`config.mk`:
```
export PLATFORM = sky130hd
export DESIGN_NAME = tsp_serial_port
export DESIGN_NICKNAME = d
export VERILOG_FILES = /design/src/tsp_pkg.sv /design/src/tsp_serial_port.sv /design/src/tsp_sync.sv
export VERILOG_INCLUDE_DIRS = /design/src
export SDC_FILE = /design/constraint.sdc
export NUM_CORES = 1
export LEC_CHECK = 0
export BUFFER_PORTS_ARGS = -buffer_cell sky130_fd_sc_hd__buf_2
export CAP_MARGIN = 20
export CORE_UTILIZATION = 40
export DETAILED_ROUTE_END_ITERATION = 12
export PLACE_DENSITY = 0.64
export SLEW_MARGIN = 40
export SYNTH_ARGS = -nofsm -noshare
export SYNTH_HDL_FRONTEND = slang
export SYNTH_SLANG_ARGS = --single-unit
```
`constraint.sdc`:
```
create_clock -name clk_i -period 3.6 [get_ports clk_i]
set_clock_uncertainty 0.05 [all_clocks]
set_input_delay 0.18 -clock clk_i [delete_from_list [all_inputs] [get_ports clk_i]]
set_output_delay 0.18 -clock clk_i [all_outputs]
set_load 0.03 [all_outputs]
```
`src/tsp_map.svh`:
```
// constants of the temperature sensor serial port
//----------------------------------------------------------------------
// Summary of operation
//----------------------------------------------------------------------
// Summary of operation
// - after power-up, continuous conversion is selected and shutdown is inactive
// - the word shifted out before the first conversion ends is not valid
// - releasing reset returns every register to its continuous-mode default
// - temperature is a 14-bit two's-complement value, 0.03125 degrees per count
// - read word holds temperature in bits 15..2, bits 1..0 always one
// - most significant byte first, most significant bit first
// - a received low byte of all ones enters shutdown mode
// - the serial port keeps working during shutdown and accepts writes
// - in shutdown every read returns the fixed identification word
// - output changes on falling clock edges, input captured on rising edges
// - a transaction spans select falling to the next select rising
// - a read-only transaction is 16 clocks shifting one whole word
// - read-and-write uses 32 clocks, 16 transmit then 16 receive
// - while select is high the data pin is released
// - first bit driven when select falls, later bits on falling edges
// - select rising during transmit stops shifting and releases the pin
// - a conversion ending mid-frame reaches the shift register after select rises
// - receive bits enter an 8-bit register; last eight before select rises count
// - received all zeros selects continuous mode; other codes are ignored
`ifndef TSP_MAP_SVH
`define TSP_MAP_SVH

`define TSP_WORD_W        16
`define TSP_TEMP_W        14
`define TSP_RX_W          8
`define TSP_CNT_W         5
`define TSP_TX_LAST       5'h0f
`define TSP_RX_FULL       5'h10
`define TSP_RX_MIN        5'h08
`define TSP_CMD_SHUTDOWN  8'hff
`define TSP_CMD_CONT      8'h00
`define TSP_PAD_BITS      2'h3
`define TSP_ID_DEFAULT    16'h4a5b
`define TSP_CONV_TIME_MS  228
`define TSP_CLK_KHZ       200000
`define TSP_SYNC_STAGES   3

`endif

```
`src/tsp_pkg.sv`:
```
// types of the temperature sensor serial port
`default_nettype none
package tsp_pkg;
   typedef enum logic [1:0] {TSP_PH_IDLE, TSP_PH_TX, TSP_PH_RX} tsp_phase_e;
   typedef enum logic {TSP_MODE_CONT, TSP_MODE_SHUTDOWN} tsp_mode_e;
endpackage : tsp_pkg
`default_nettype wire

```
`src/tsp_serial_port.sv`:
```
// serial slave port and conversion sequencing of the temperature sensor
`include "tsp_map.svh"
`default_nettype none
module tsp_serial_port #(
   parameter int                    CONV_CYCLES = `TSP_CONV_TIME_MS * `TSP_CLK_KHZ,
   parameter logic [`TSP_WORD_W-1:0] ID_WORD    = `TSP_ID_DEFAULT  // value is arbitrary
) (
   input  wire logic                   clk_i,
   input  wire logic                   rst_i,
   input  wire logic                   serial_clock_pin_i,
   input  wire logic                   select_n_i,
   input  wire logic                   data_i,
   output logic                        data_o,
   output logic                        data_oe_o,
   input  wire logic [`TSP_TEMP_W-1:0] temp_i,
   output logic                        temp_valid_o,
   output logic                        shutdown_o
);
   localparam int CONV_W = $clog2(CONV_CYCLES + 1);

   //----------------------------------------------------------------------
   // declarations
   //----------------------------------------------------------------------
   logic [2:0]                 sync_q;
   logic                       sc_q;
   logic                       sel_n_q;
   logic                       din_q;
   logic                       sc_prev_r;
   logic                       sel_prev_r;
   logic                       sc_rise;
   logic                       sc_fall;
   logic                       sel_fall;
   logic                       sel_rise;
   tsp_pkg::tsp_phase_e        phase_r;
   tsp_pkg::tsp_phase_e        phase_nxt;
   tsp_pkg::tsp_mode_e         mode_r;
   tsp_pkg::tsp_mode_e         mode_nxt;
   logic [`TSP_CNT_W-1:0]      bit_cnt_r;
   logic [`TSP_CNT_W-1:0]      bit_cnt_nxt;
   logic [`TSP_CNT_W-1:0]      rx_cnt_r;
   logic [`TSP_CNT_W-1:0]      rx_cnt_nxt;
   logic [`TSP_RX_W-1:0]       rx_r;
   logic [`TSP_RX_W-1:0]       rx_nxt;
   logic [`TSP_WORD_W-1:0]     shreg_r;
   logic [`TSP_WORD_W-1:0]     shreg_nxt;
   logic [`TSP_WORD_W-1:0]     load_word;
   logic [CONV_W-1:0]          conv_cnt_r;
   logic [CONV_W-1:0]          conv_cnt_nxt;
   logic [`TSP_TEMP_W-1:0]     temp_hold_r;
   logic [`TSP_TEMP_W-1:0]     temp_hold_nxt;
   logic                       valid_r;
   logic                       valid_nxt;
   logic                       in_tx;
   logic                       in_rx;
   logic                       shutdown;
   logic                       conv_done;
   logic                       shift_out;
   logic                       shift_in;
   logic                       last_tx_rise;
   logic                       cmd_ok;
   logic                       cmd_sd;
   logic                       cmd_cont;

   //----------------------------------------------------------------------
   // pin synchronisers and edge detection
   //----------------------------------------------------------------------
   tsp_sync #(
      .WIDTH   (3),
      .RST_VAL (3'h2)
   ) u_sync (
      .clk_i (clk_i),
      .rst_i (rst_i),
      .d_i   ({data_i, select_n_i, serial_clock_pin_i}),
      .q_o   (sync_q)
   );

   // four flops cost four clocks of latency; a serial clock period of 32 clocks leaves ample margin
   // filtered pin levels
   assign sc_q    = sync_q[0];
   assign sel_n_q = sync_q[1];
   assign din_q   = sync_q[2];

   // previous levels for edge finding
   always_ff @(posedge clk_i or posedge rst_i) begin
      if (rst_i) begin
         sc_prev_r  <= 1'b0;
         sel_prev_r <= 1'b1;
      end else begin
         sc_prev_r  <= sc_q;
         sel_prev_r <= sel_n_q;
      end
   end

   // edges of serial clock and select
   assign sc_rise  = sc_q & ~sc_prev_r;
   assign sc_fall  = ~sc_q & sc_prev_r;
   assign sel_fall = ~sel_n_q & sel_prev_r;
   assign sel_rise = sel_n_q & ~sel_prev_r;

   //----------------------------------------------------------------------
   // frame decode
   //----------------------------------------------------------------------
   assign in_tx        = (phase_r == tsp_pkg::TSP_PH_TX);
   assign in_rx        = (phase_r == tsp_pkg::TSP_PH_RX);
   assign shutdown     = (mode_r == tsp_pkg::TSP_MODE_SHUTDOWN);
   assign last_tx_rise = in_tx & sc_rise & (bit_cnt_r == `TSP_TX_LAST);
   assign shift_out    = in_tx & ~sel_n_q & sc_fall & (bit_cnt_r != '0);
   assign shift_in     = in_rx & ~sel_n_q & sc_rise;
   assign cmd_ok       = in_rx & sel_rise & (rx_cnt_r >= `TSP_RX_MIN);
   assign cmd_sd       = cmd_ok & (rx_r == `TSP_CMD_SHUTDOWN);
   assign cmd_cont     = cmd_ok & (rx_r == `TSP_CMD_CONT);
   assign load_word    = shutdown ? ID_WORD : {temp_hold_r, `TSP_PAD_BITS};

   //----------------------------------------------------------------------
   // frame phase machine
   //----------------------------------------------------------------------
   always_comb begin
      phase_nxt = phase_r;
      case (phase_r)
         tsp_pkg::TSP_PH_IDLE: begin
            if (sel_fall) phase_nxt = tsp_pkg::TSP_PH_TX;
         end
         tsp_pkg::TSP_PH_TX: begin
            if (sel_n_q) phase_nxt = tsp_pkg::TSP_PH_IDLE;
            else if (last_tx_rise) phase_nxt = tsp_pkg::TSP_PH_RX;
         end
         tsp_pkg::TSP_PH_RX: begin
            if (sel_n_q) phase_nxt = tsp_pkg::TSP_PH_IDLE;
         end
         default: begin
            phase_nxt = tsp_pkg::TSP_PH_IDLE;
         end
      endcase
   end

   // bit counters: transmit rises, then receive bits saturating at sixteen
   assign bit_cnt_nxt = sel_fall ? '0 :
                        (in_tx & sc_rise) ? bit_cnt_r + `TSP_CNT_W'(1) : bit_cnt_r;
   assign rx_cnt_nxt  = sel_fall ? '0 :
                        (shift_in & (rx_cnt_r != `TSP_RX_FULL)) ? rx_cnt_r + `TSP_CNT_W'(1) : rx_cnt_r;

   // receive shift register keeps the last eight bits
   assign rx_nxt = shift_in ? {rx_r[`TSP_RX_W-2:0], din_q} : rx_r;

   // reloading only in idle keeps a conversion that ends mid-frame
   // from corrupting the word that is being sent
   // output shift register: reloaded only between frames, shifts msb first
   assign shreg_nxt = (phase_r == tsp_pkg::TSP_PH_IDLE) ? load_word :
                      shift_out ? {shreg_r[`TSP_WORD_W-2:0], 1'b1} : shreg_r;

   // mode: shutdown on all ones, continuous on all zeros, others ignored
   assign mode_nxt = cmd_sd ? tsp_pkg::TSP_MODE_SHUTDOWN :
                     cmd_cont ? tsp_pkg::TSP_MODE_CONT : mode_r;

   //----------------------------------------------------------------------
   // conversion sequencing
   //----------------------------------------------------------------------
   // conversions stop in shutdown and restart from zero on leaving it,
   // so the first word after wake-up waits a full conversion
   assign conv_done     = ~shutdown & (conv_cnt_r == CONV_W'(CONV_CYCLES - 1));
   assign conv_cnt_nxt  = (shutdown | conv_done) ? '0 : conv_cnt_r + CONV_W'(1);
   assign temp_hold_nxt = conv_done ? temp_i : temp_hold_r;
   assign valid_nxt     = conv_done ? 1'b1 : (cmd_sd ? 1'b0 : valid_r);

   // frame registers
   always_ff @(posedge clk_i or posedge rst_i) begin
      if (rst_i) begin
         phase_r   <= tsp_pkg::TSP_PH_IDLE;
         bit_cnt_r <= '0;
         rx_cnt_r  <= '0;
         rx_r      <= '0;
         shreg_r   <= '0;
      end else begin
         phase_r   <= phase_nxt;
         bit_cnt_r <= bit_cnt_nxt;
         rx_cnt_r  <= rx_cnt_nxt;
         rx_r      <= rx_nxt;
         shreg_r   <= shreg_nxt;
      end
   end

   // mode and conversion registers, continuous mode out of reset
   always_ff @(posedge clk_i or posedge rst_i) begin
      if (rst_i) begin
         mode_r      <= tsp_pkg::TSP_MODE_CONT;
         conv_cnt_r  <= '0;
         temp_hold_r <= '0;
         valid_r     <= 1'b0;
      end else begin
         mode_r      <= mode_nxt;
         conv_cnt_r  <= conv_cnt_nxt;
         temp_hold_r <= temp_hold_nxt;
         valid_r     <= valid_nxt;
      end
   end

   //----------------------------------------------------------------------
   // outputs
   //----------------------------------------------------------------------
   // the enable follows the filtered select, so the pin is freed
   // a few clocks after select rises, well inside the release time
   assign data_o       = shreg_r[`TSP_WORD_W-1];
   assign data_oe_o    = in_tx & ~sel_n_q;
   assign temp_valid_o = valid_r;
   assign shutdown_o   = shutdown;
endmodule : tsp_serial_port
`default_nettype wire

```
`src/tsp_sync.sv`:
```
// three-stage input synchroniser with agreement filter
`default_nettype none
module tsp_sync #(
   parameter int           WIDTH   = 1,
   parameter logic [WIDTH-1:0] RST_VAL = '0
) (
   input  wire logic             clk_i,
   input  wire logic             rst_i,
   input  wire logic [WIDTH-1:0] d_i,
   output logic      [WIDTH-1:0] q_o
);
   genvar g;
   //----------------------------------------------------------------------
   // per-bit chain
   //----------------------------------------------------------------------
   generate
      for (g = 0; g < WIDTH; g++) begin : g_bit
         logic s1_r;
         logic s2_r;
         logic s3_r;
         logic q_r;
         // stage one feeds stage two only; output moves when two and three agree
         always_ff @(posedge clk_i or posedge rst_i) begin
            if (rst_i) begin
               s1_r <= RST_VAL[g];
               s2_r <= RST_VAL[g];
               s3_r <= RST_VAL[g];
               q_r  <= RST_VAL[g];
            end else begin
               s1_r <= d_i[g];
               s2_r <= s1_r;
               s3_r <= s2_r;
               if (s2_r == s3_r) q_r <= s3_r;
            end
         end
         assign q_o[g] = q_r;
      end
   endgenerate
endmodule : tsp_sync
`default_nettype wire
```
### After elaboration in Yosys (flattened, before gate mapping)

Cells that the tools add are included.

| word-level totals | value |
|---|---|
| register bits after elaboration | 92 |
| bits in latches | 0 |
| bits in writable memories | 0 |
| ROM bits | 0 |
| output and inout bits | 4 |
| word-level logic and storage cells | 88 |
| memories | 0 |

| cells by class | value |
|---|---|
| $add $sub $neg | 3 |
| multiply operators | 0 |
| div/mod/pow operators | 0 |
| magnitude comparators | 1 |
| equal/unequal tests | 12 |
| shift operators | 0 |
| muxes and demuxes | 17 |
| bitwise gates (word level) | 23 |
| reductions and logical operators | 9 |

Operators by type and width:

| kind | count |
|---|---|
| $mux W16 | 3 |
| $add A26 B1 Y26 const B | 1 |
| $eq A26 B26 Y1 const B | 1 |
| $mux W26 | 1 |
| $mux W5 | 4 |
| $and A1 B1 Y1 | 17 |
| $add A5 B1 Y5 const B | 2 |
| $reduce_bool A2 Y1 | 5 |
| $eq A8 B8 Y1 const B | 1 |
| $logic_not A8 Y1 | 1 |
| $mux W2 | 4 |
| $pmux W2 S3 | 1 |
| $eq A5 B4 Y1 const B | 1 |
| $ge A5 B4 Y1 const B | 1 |
| $ne A5 B5 Y1 const B | 1 |
| $not A1 Y1 | 5 |
| $reduce_bool A5 Y1 | 1 |
| $mux W1 | 4 |
| $eq A1 B1 Y1 | 3 |
| $ne A3 B1 Y1 const B | 1 |
| $reduce_and A3 Y1 | 1 |
| $eq A2 B1 Y1 const B | 1 |
| $eq A2 B2 Y1 const B | 1 |
| $logic_not A2 Y1 | 1 |
| 3 further kinds | 3 |

### Longest topological paths before layout

| depth | value |
|---|---|
| depth after elaboration | 7 |
| mapped depth | 8 |
| mapped depth without buffers | 6 |

### By module

From an unflattened synthesis, not the netlist that was laid out.

| unflattened totals | value |
|---|---|
| cells, all modules | 352 |
| area total of the unflattened synthesis | 4108.9 µm² |

Modules (own cells, without submodules):

| module | instances | cells each | area each (µm²) | sequential area each (µm²) |
|---|---|---|---|---|
| tsp_serial_port | 1 | 333 | 3743.6 | 2003.2 |
| tsp_sync | 1 | 19 | 365.4 | 305.3 |

### Worst setup path before layout

OpenSTA, ideal clock, no wires.

| timing | value |
|---|---|
| path kind | register to register |
| from | register u_sync.g_bit[1].q_r |
| to | register shreg_r[11] |
| data arrival time | 2.343 ns |
| slack | 1.070 ns |
| stages on the path, launching flop included | 8 |
| buffers on the path | 3 |
| period minus slack after synthesis | 2.530 ns |
| cell sequence | dfstp_2 clkbuf_1 nor3b_1 and4bb_2 buf_2 buf_4 mux2i_1 a21oi_1 |

| between the ends | value |
|---|---|
| word-level cells in the longest chain between the ends | 5 |

Ends and longest elaborated chain:

| what | RTL line | text |
|---|---|---|
| start, declared | tsp_sync.sv:21 | `logic q_r;` |
| start signal, assigned | tsp_sync.sv:28 | `q_r <= RST_VAL[g];` |
| start signal, assigned | tsp_sync.sv:33 | `if (s2_r == s3_r) q_r <= s3_r;` |
| $not A1 Y1 | - |  |
| $and A1 B1 Y1 | - |  |
| net data_oe_o | tsp_serial_port.sv:14 | `output logic data_oe_o,` |
| $and A1 B1 Y1 (2 in a row) | tsp_serial_port.sv:107 | `assign shift_out = in_tx & ~sel_n_q & sc_fall & (bit_cnt_r != '0);` |
| $reduce_bool A2 Y1 (no source line) | - |  |
| end signal, assigned | tsp_serial_port.sv:178 | `shreg_r <= shreg_nxt;` |
| end, declared | tsp_serial_port.sv:44 | `` logic [`TSP_WORD_W-1:0] shreg_r; `` |

The timed path passes the listed nets, and every way through them passes these cells.
A chain may end at the register's enable or synchronous reset.

### Worst setup path in the final report

| timing | value |
|---|---|
| from | register conv_cnt_r[5] |
| to | register conv_cnt_r[25] |

| between the ends | value |
|---|---|
| word-level cells in the longest chain between the ends | 4 |
| elaborated cells between the ends (all ways) | 5 |
| classes of those cells | add/sub (1); eq/ne (1); mux (1); bitwise (2) |

Ends and longest elaborated chain:

| what | RTL line | text |
|---|---|---|
| start, declared | tsp_serial_port.sv:47 | `logic [CONV_W-1:0] conv_cnt_r;` |
| start signal, assigned | tsp_serial_port.sv:191 | `conv_cnt_r <= conv_cnt_nxt;` |
| branches (longest 3 deep; another with $add A26 B1 Y26) | - |  |
| $mux W26 * | tsp_serial_port.sv:161 | `assign conv_cnt_nxt = (shutdown \| conv_done) ? '0 : conv_cnt_r + CONV_W'(1);` |
| net conv_cnt_nxt[25] | tsp_serial_port.sv:48 | `logic [CONV_W-1:0] conv_cnt_nxt;` |

Mark *: on every way through the listed nets, which the timed path passes.

==> out/results.ini <==
[run_status]
status=finished, final reports clean

[drt]
drc=0
firstDrtPassIters=6
dr_total_vias=2970
ant_nets=0
wl_per_cell_um=14.1
wl_mm=7.85
viasPerCell=5.35
first_iter_violations=113

[synthesis]
synthArstFlopShare_pct=100
ys_seq_area_share_pct=54.6
synth_largest_area_cell=dfrtp_1
synthFlopType=dfrtp_1
syn_inst=375
synth_edf_count=0
synth_seq_cells=92
ys.warnings.count=0
synth_top_area_share_pct=51.5
ys_types=53
synth_area_leaders=dfrtp_1 52%, mux2i_1 3.8%, mux2_2 3.5%, dfstp_2 3.1%, xnor2_1 3.1%
syn_area_um2=4230
synth_nets=400
postSynthAreaPerCell_um2=11.3

[clock_network]
numCtsBuffers=9
htreeDepth=3
cts_sinks=92
clock_path_buffers=2
cts_tree=built
cts.clk_slew.worst_paths_ns=0.10
post_cts_resize_count=0
clk_latency_ns=0.37
ctsRootBufferMaster=clkbuf_8

[pwr]
seqPwrFrac_pct=55.5
peakVddDrop_mv=0.165
power_density_nw_per_um2=403
power_mw=1.97
leakagePower_nw=2.04
p_comb_share_pct=6.6
intPower_mw=1.46
p_clk_share_pct=37.9
swShare_pct=25.6
p_switching_mw=0.504

[worst_hold_path]
hp-class=reg -> reg

[floorplanning]
rows=37
io_pins=23
die_area_um2=11000
die_height_um=105
core_area_um2=10300
initial_core_util_pct=41.1
die_x_um=105

[sta]
drv_slew=0
worst_slew_pin_slew_ns=0.735
final_hold_viol_count=0
fin_crit_sh_pct=58.1
period_minus_slack_ns=2.09
setup_viol=0
postLayoutSetupSlackWorst_ns=1.51
rsz0062_at_grt=false
fin_tns_setup_ns=0
fmax_mhz=478
timing.slew.headroom_pct=50.9

[grt]
grt_pass1_wl_mm=13.7
overflow=0
grt.total_usage_pct=15.6
grt_pass1_vias=2873
grt_max_degree=58
antenna_found_initial=0

[setup_path]
endpoint_kind=flop
setup.worst_path.start_class=flop
crit_required_ns=3.85
critical_path_arrival_ns=2.34
crit_fanout=10
crit_type=reg -> reg

[placed_design]
gp_congestion=0.804
post-place-ws_ns=1.52
io_buffer_count=22
dp_hpwl_mm=5.15

[cells_and_area]
antenna_cells=0
multi_input_area_um2=1800
area_delta_synth_final_pct=15.3
fillers=959
final_nets=439
regArea_um2=2310
layout_common_cells=86 x dfrtp_1, 31 x nor2_1, 22 x buf_2, 19 x a21oi_1, 18 x dlygate4sd3_1
final_common_cell=dfrtp_1
drive_above_1_share_pct=17.2

[job]
drv_cap=0

==> through the flow <==
| step | cells | util [%] | instance area (µm²) | hold slack, ns |
|---|---|---|---|---|
| finish | 555 | 47.4 | 4870 | 0.310 |
| global route | 555 | 47.4 | 4870 | 0.319 |
| CTS | 555 | 47.4 | 4870 | 0.314 |
| detailed placement | 521 | 43.6 | 4480 | 0.206 |
| global placement | 521 | 43.5 | 4470 | 0.236 |
| floorplan | 375 | - | 4230 | 0.134 |
==> registers in the layout, indices dropped and copies added (netlist names) <==
register,cells
u_sync.g_bit.s2_r,3
rx_r,8
shutdown_o,1
phase_r,2
sel_prev_r,1
temp_valid_o,1
u_sync.g_bit.q_r,3
temp_hold_r,14
u_sync.g_bit.s1_r,3
conv_cnt_r,26
rx_cnt_r,5
u_sync.g_bit.s3_r,3
sc_prev_r,1
bit_cnt_r,5
shreg_r,16
==> worst max-delay path, stage by stage, from the launching register on <==
cell	delay, ns
dfrtp_1	0.45
nand4_2	0.16
or4_1	0.65
or4_1	0.55
a21oi_1	0.16
==> Yosys cell counts, types with 4 or more instances <==
master and number:
a21oi_1 19, and4_1 4, clkbuf_1 10, dfrtp_1 87, dfstp_2 5, ha_1 6, inv_1 14, mux2_1 9
mux2_2 13, mux2i_1 16, nand2_1 15, nand3_1 7, nand3b_1 9, nand4_1 14, nor2_1 32, nor3_1 10
nor4_1 7, nor4bb_1 4, o21ai_0 10, o31ai_1 5, o32ai_1 4, or3_1 5, or4_1 9, xnor2_1 15
xor2_1 5
==> power by group through the flow <==
stage | Sequential [mW] | Combinational (mW) | Clock, mW
6_report | 1.09 | 0.130 | 0.745
5_1_grt | 1.10 | 0.149 | 0.795
4_1_cts | 1.09 | 0.133 | 0.763
3_5_place_dp | 1.11 | 0.117 | 0
3_3_place_gp | 1.11 | 0.112 | 0
2_1_floorplan | 1.10 | 0.0892 | 0
==> cells by family (layout without fill, tap and decap cells) <==
kind of cell    count (synthesis)  in the layout  share of synthesized area, %
fa+ha+maj                       9              9                          2.49
compound gates                 45             45                          6.48
flops                          92             92                          54.6
buf+inv                        31             75                          2.96
mux                            38             38                          9.65
xor+xnor                       20             20                          4.14
simple gates                  140            140                          19.7
==> per-layer routing <==
layer,track usage (%),up-vias,part of all wire [%]
li1,-,1442,-
met1,21.3,1469,49
met2,24.0,48,45
met3,2.50,11,2.9
met4,7.85,0,2.2
met5,0,-,0
==> what timing repair did <==
item,CTS,global route
endpoints found under the hold margin,71,0
buffers inserted,0,0
hold buffers,18,0
setup endpoints to repair,0,0
==> path summary, 6_finish.rpt <==
check / startpoint / end / slack [ns] / depth (start not counted)
min in group asynchronous: rst_i / shreg_r[1] / 0.33 / 3
min reg2reg: u_sync.g_bit[2].s1_r / u_sync.g_bit[2].s2_r / 0.31 / 0
min: u_sync.g_bit[2].s1_r / u_sync.g_bit[2].s2_r / 0.31 / 0
max in group asynchronous: rst_i / u_sync.g_bit[1].s1_r / 2.48 / 4
max reg2reg: conv_cnt_r[5] / conv_cnt_r[25] / 1.51 / 4
max: conv_cnt_r[5] / conv_cnt_r[25] / 1.51 / 4
==> area by class of cell <==
type / instances / area share [%]
Sequential cell: 92 / 47.4
Multi-Input combinational cell: 252 / 37.0
Timing Repair Buffer: 44 / 6.57
Tap cell: 136 / 3.49
Clock buffer: 9 / 2.54
Clock inverter: 7 / 1.77
Inverter: 15 / 1.28
No activity file was read; power rests on OpenSTA's default activity.
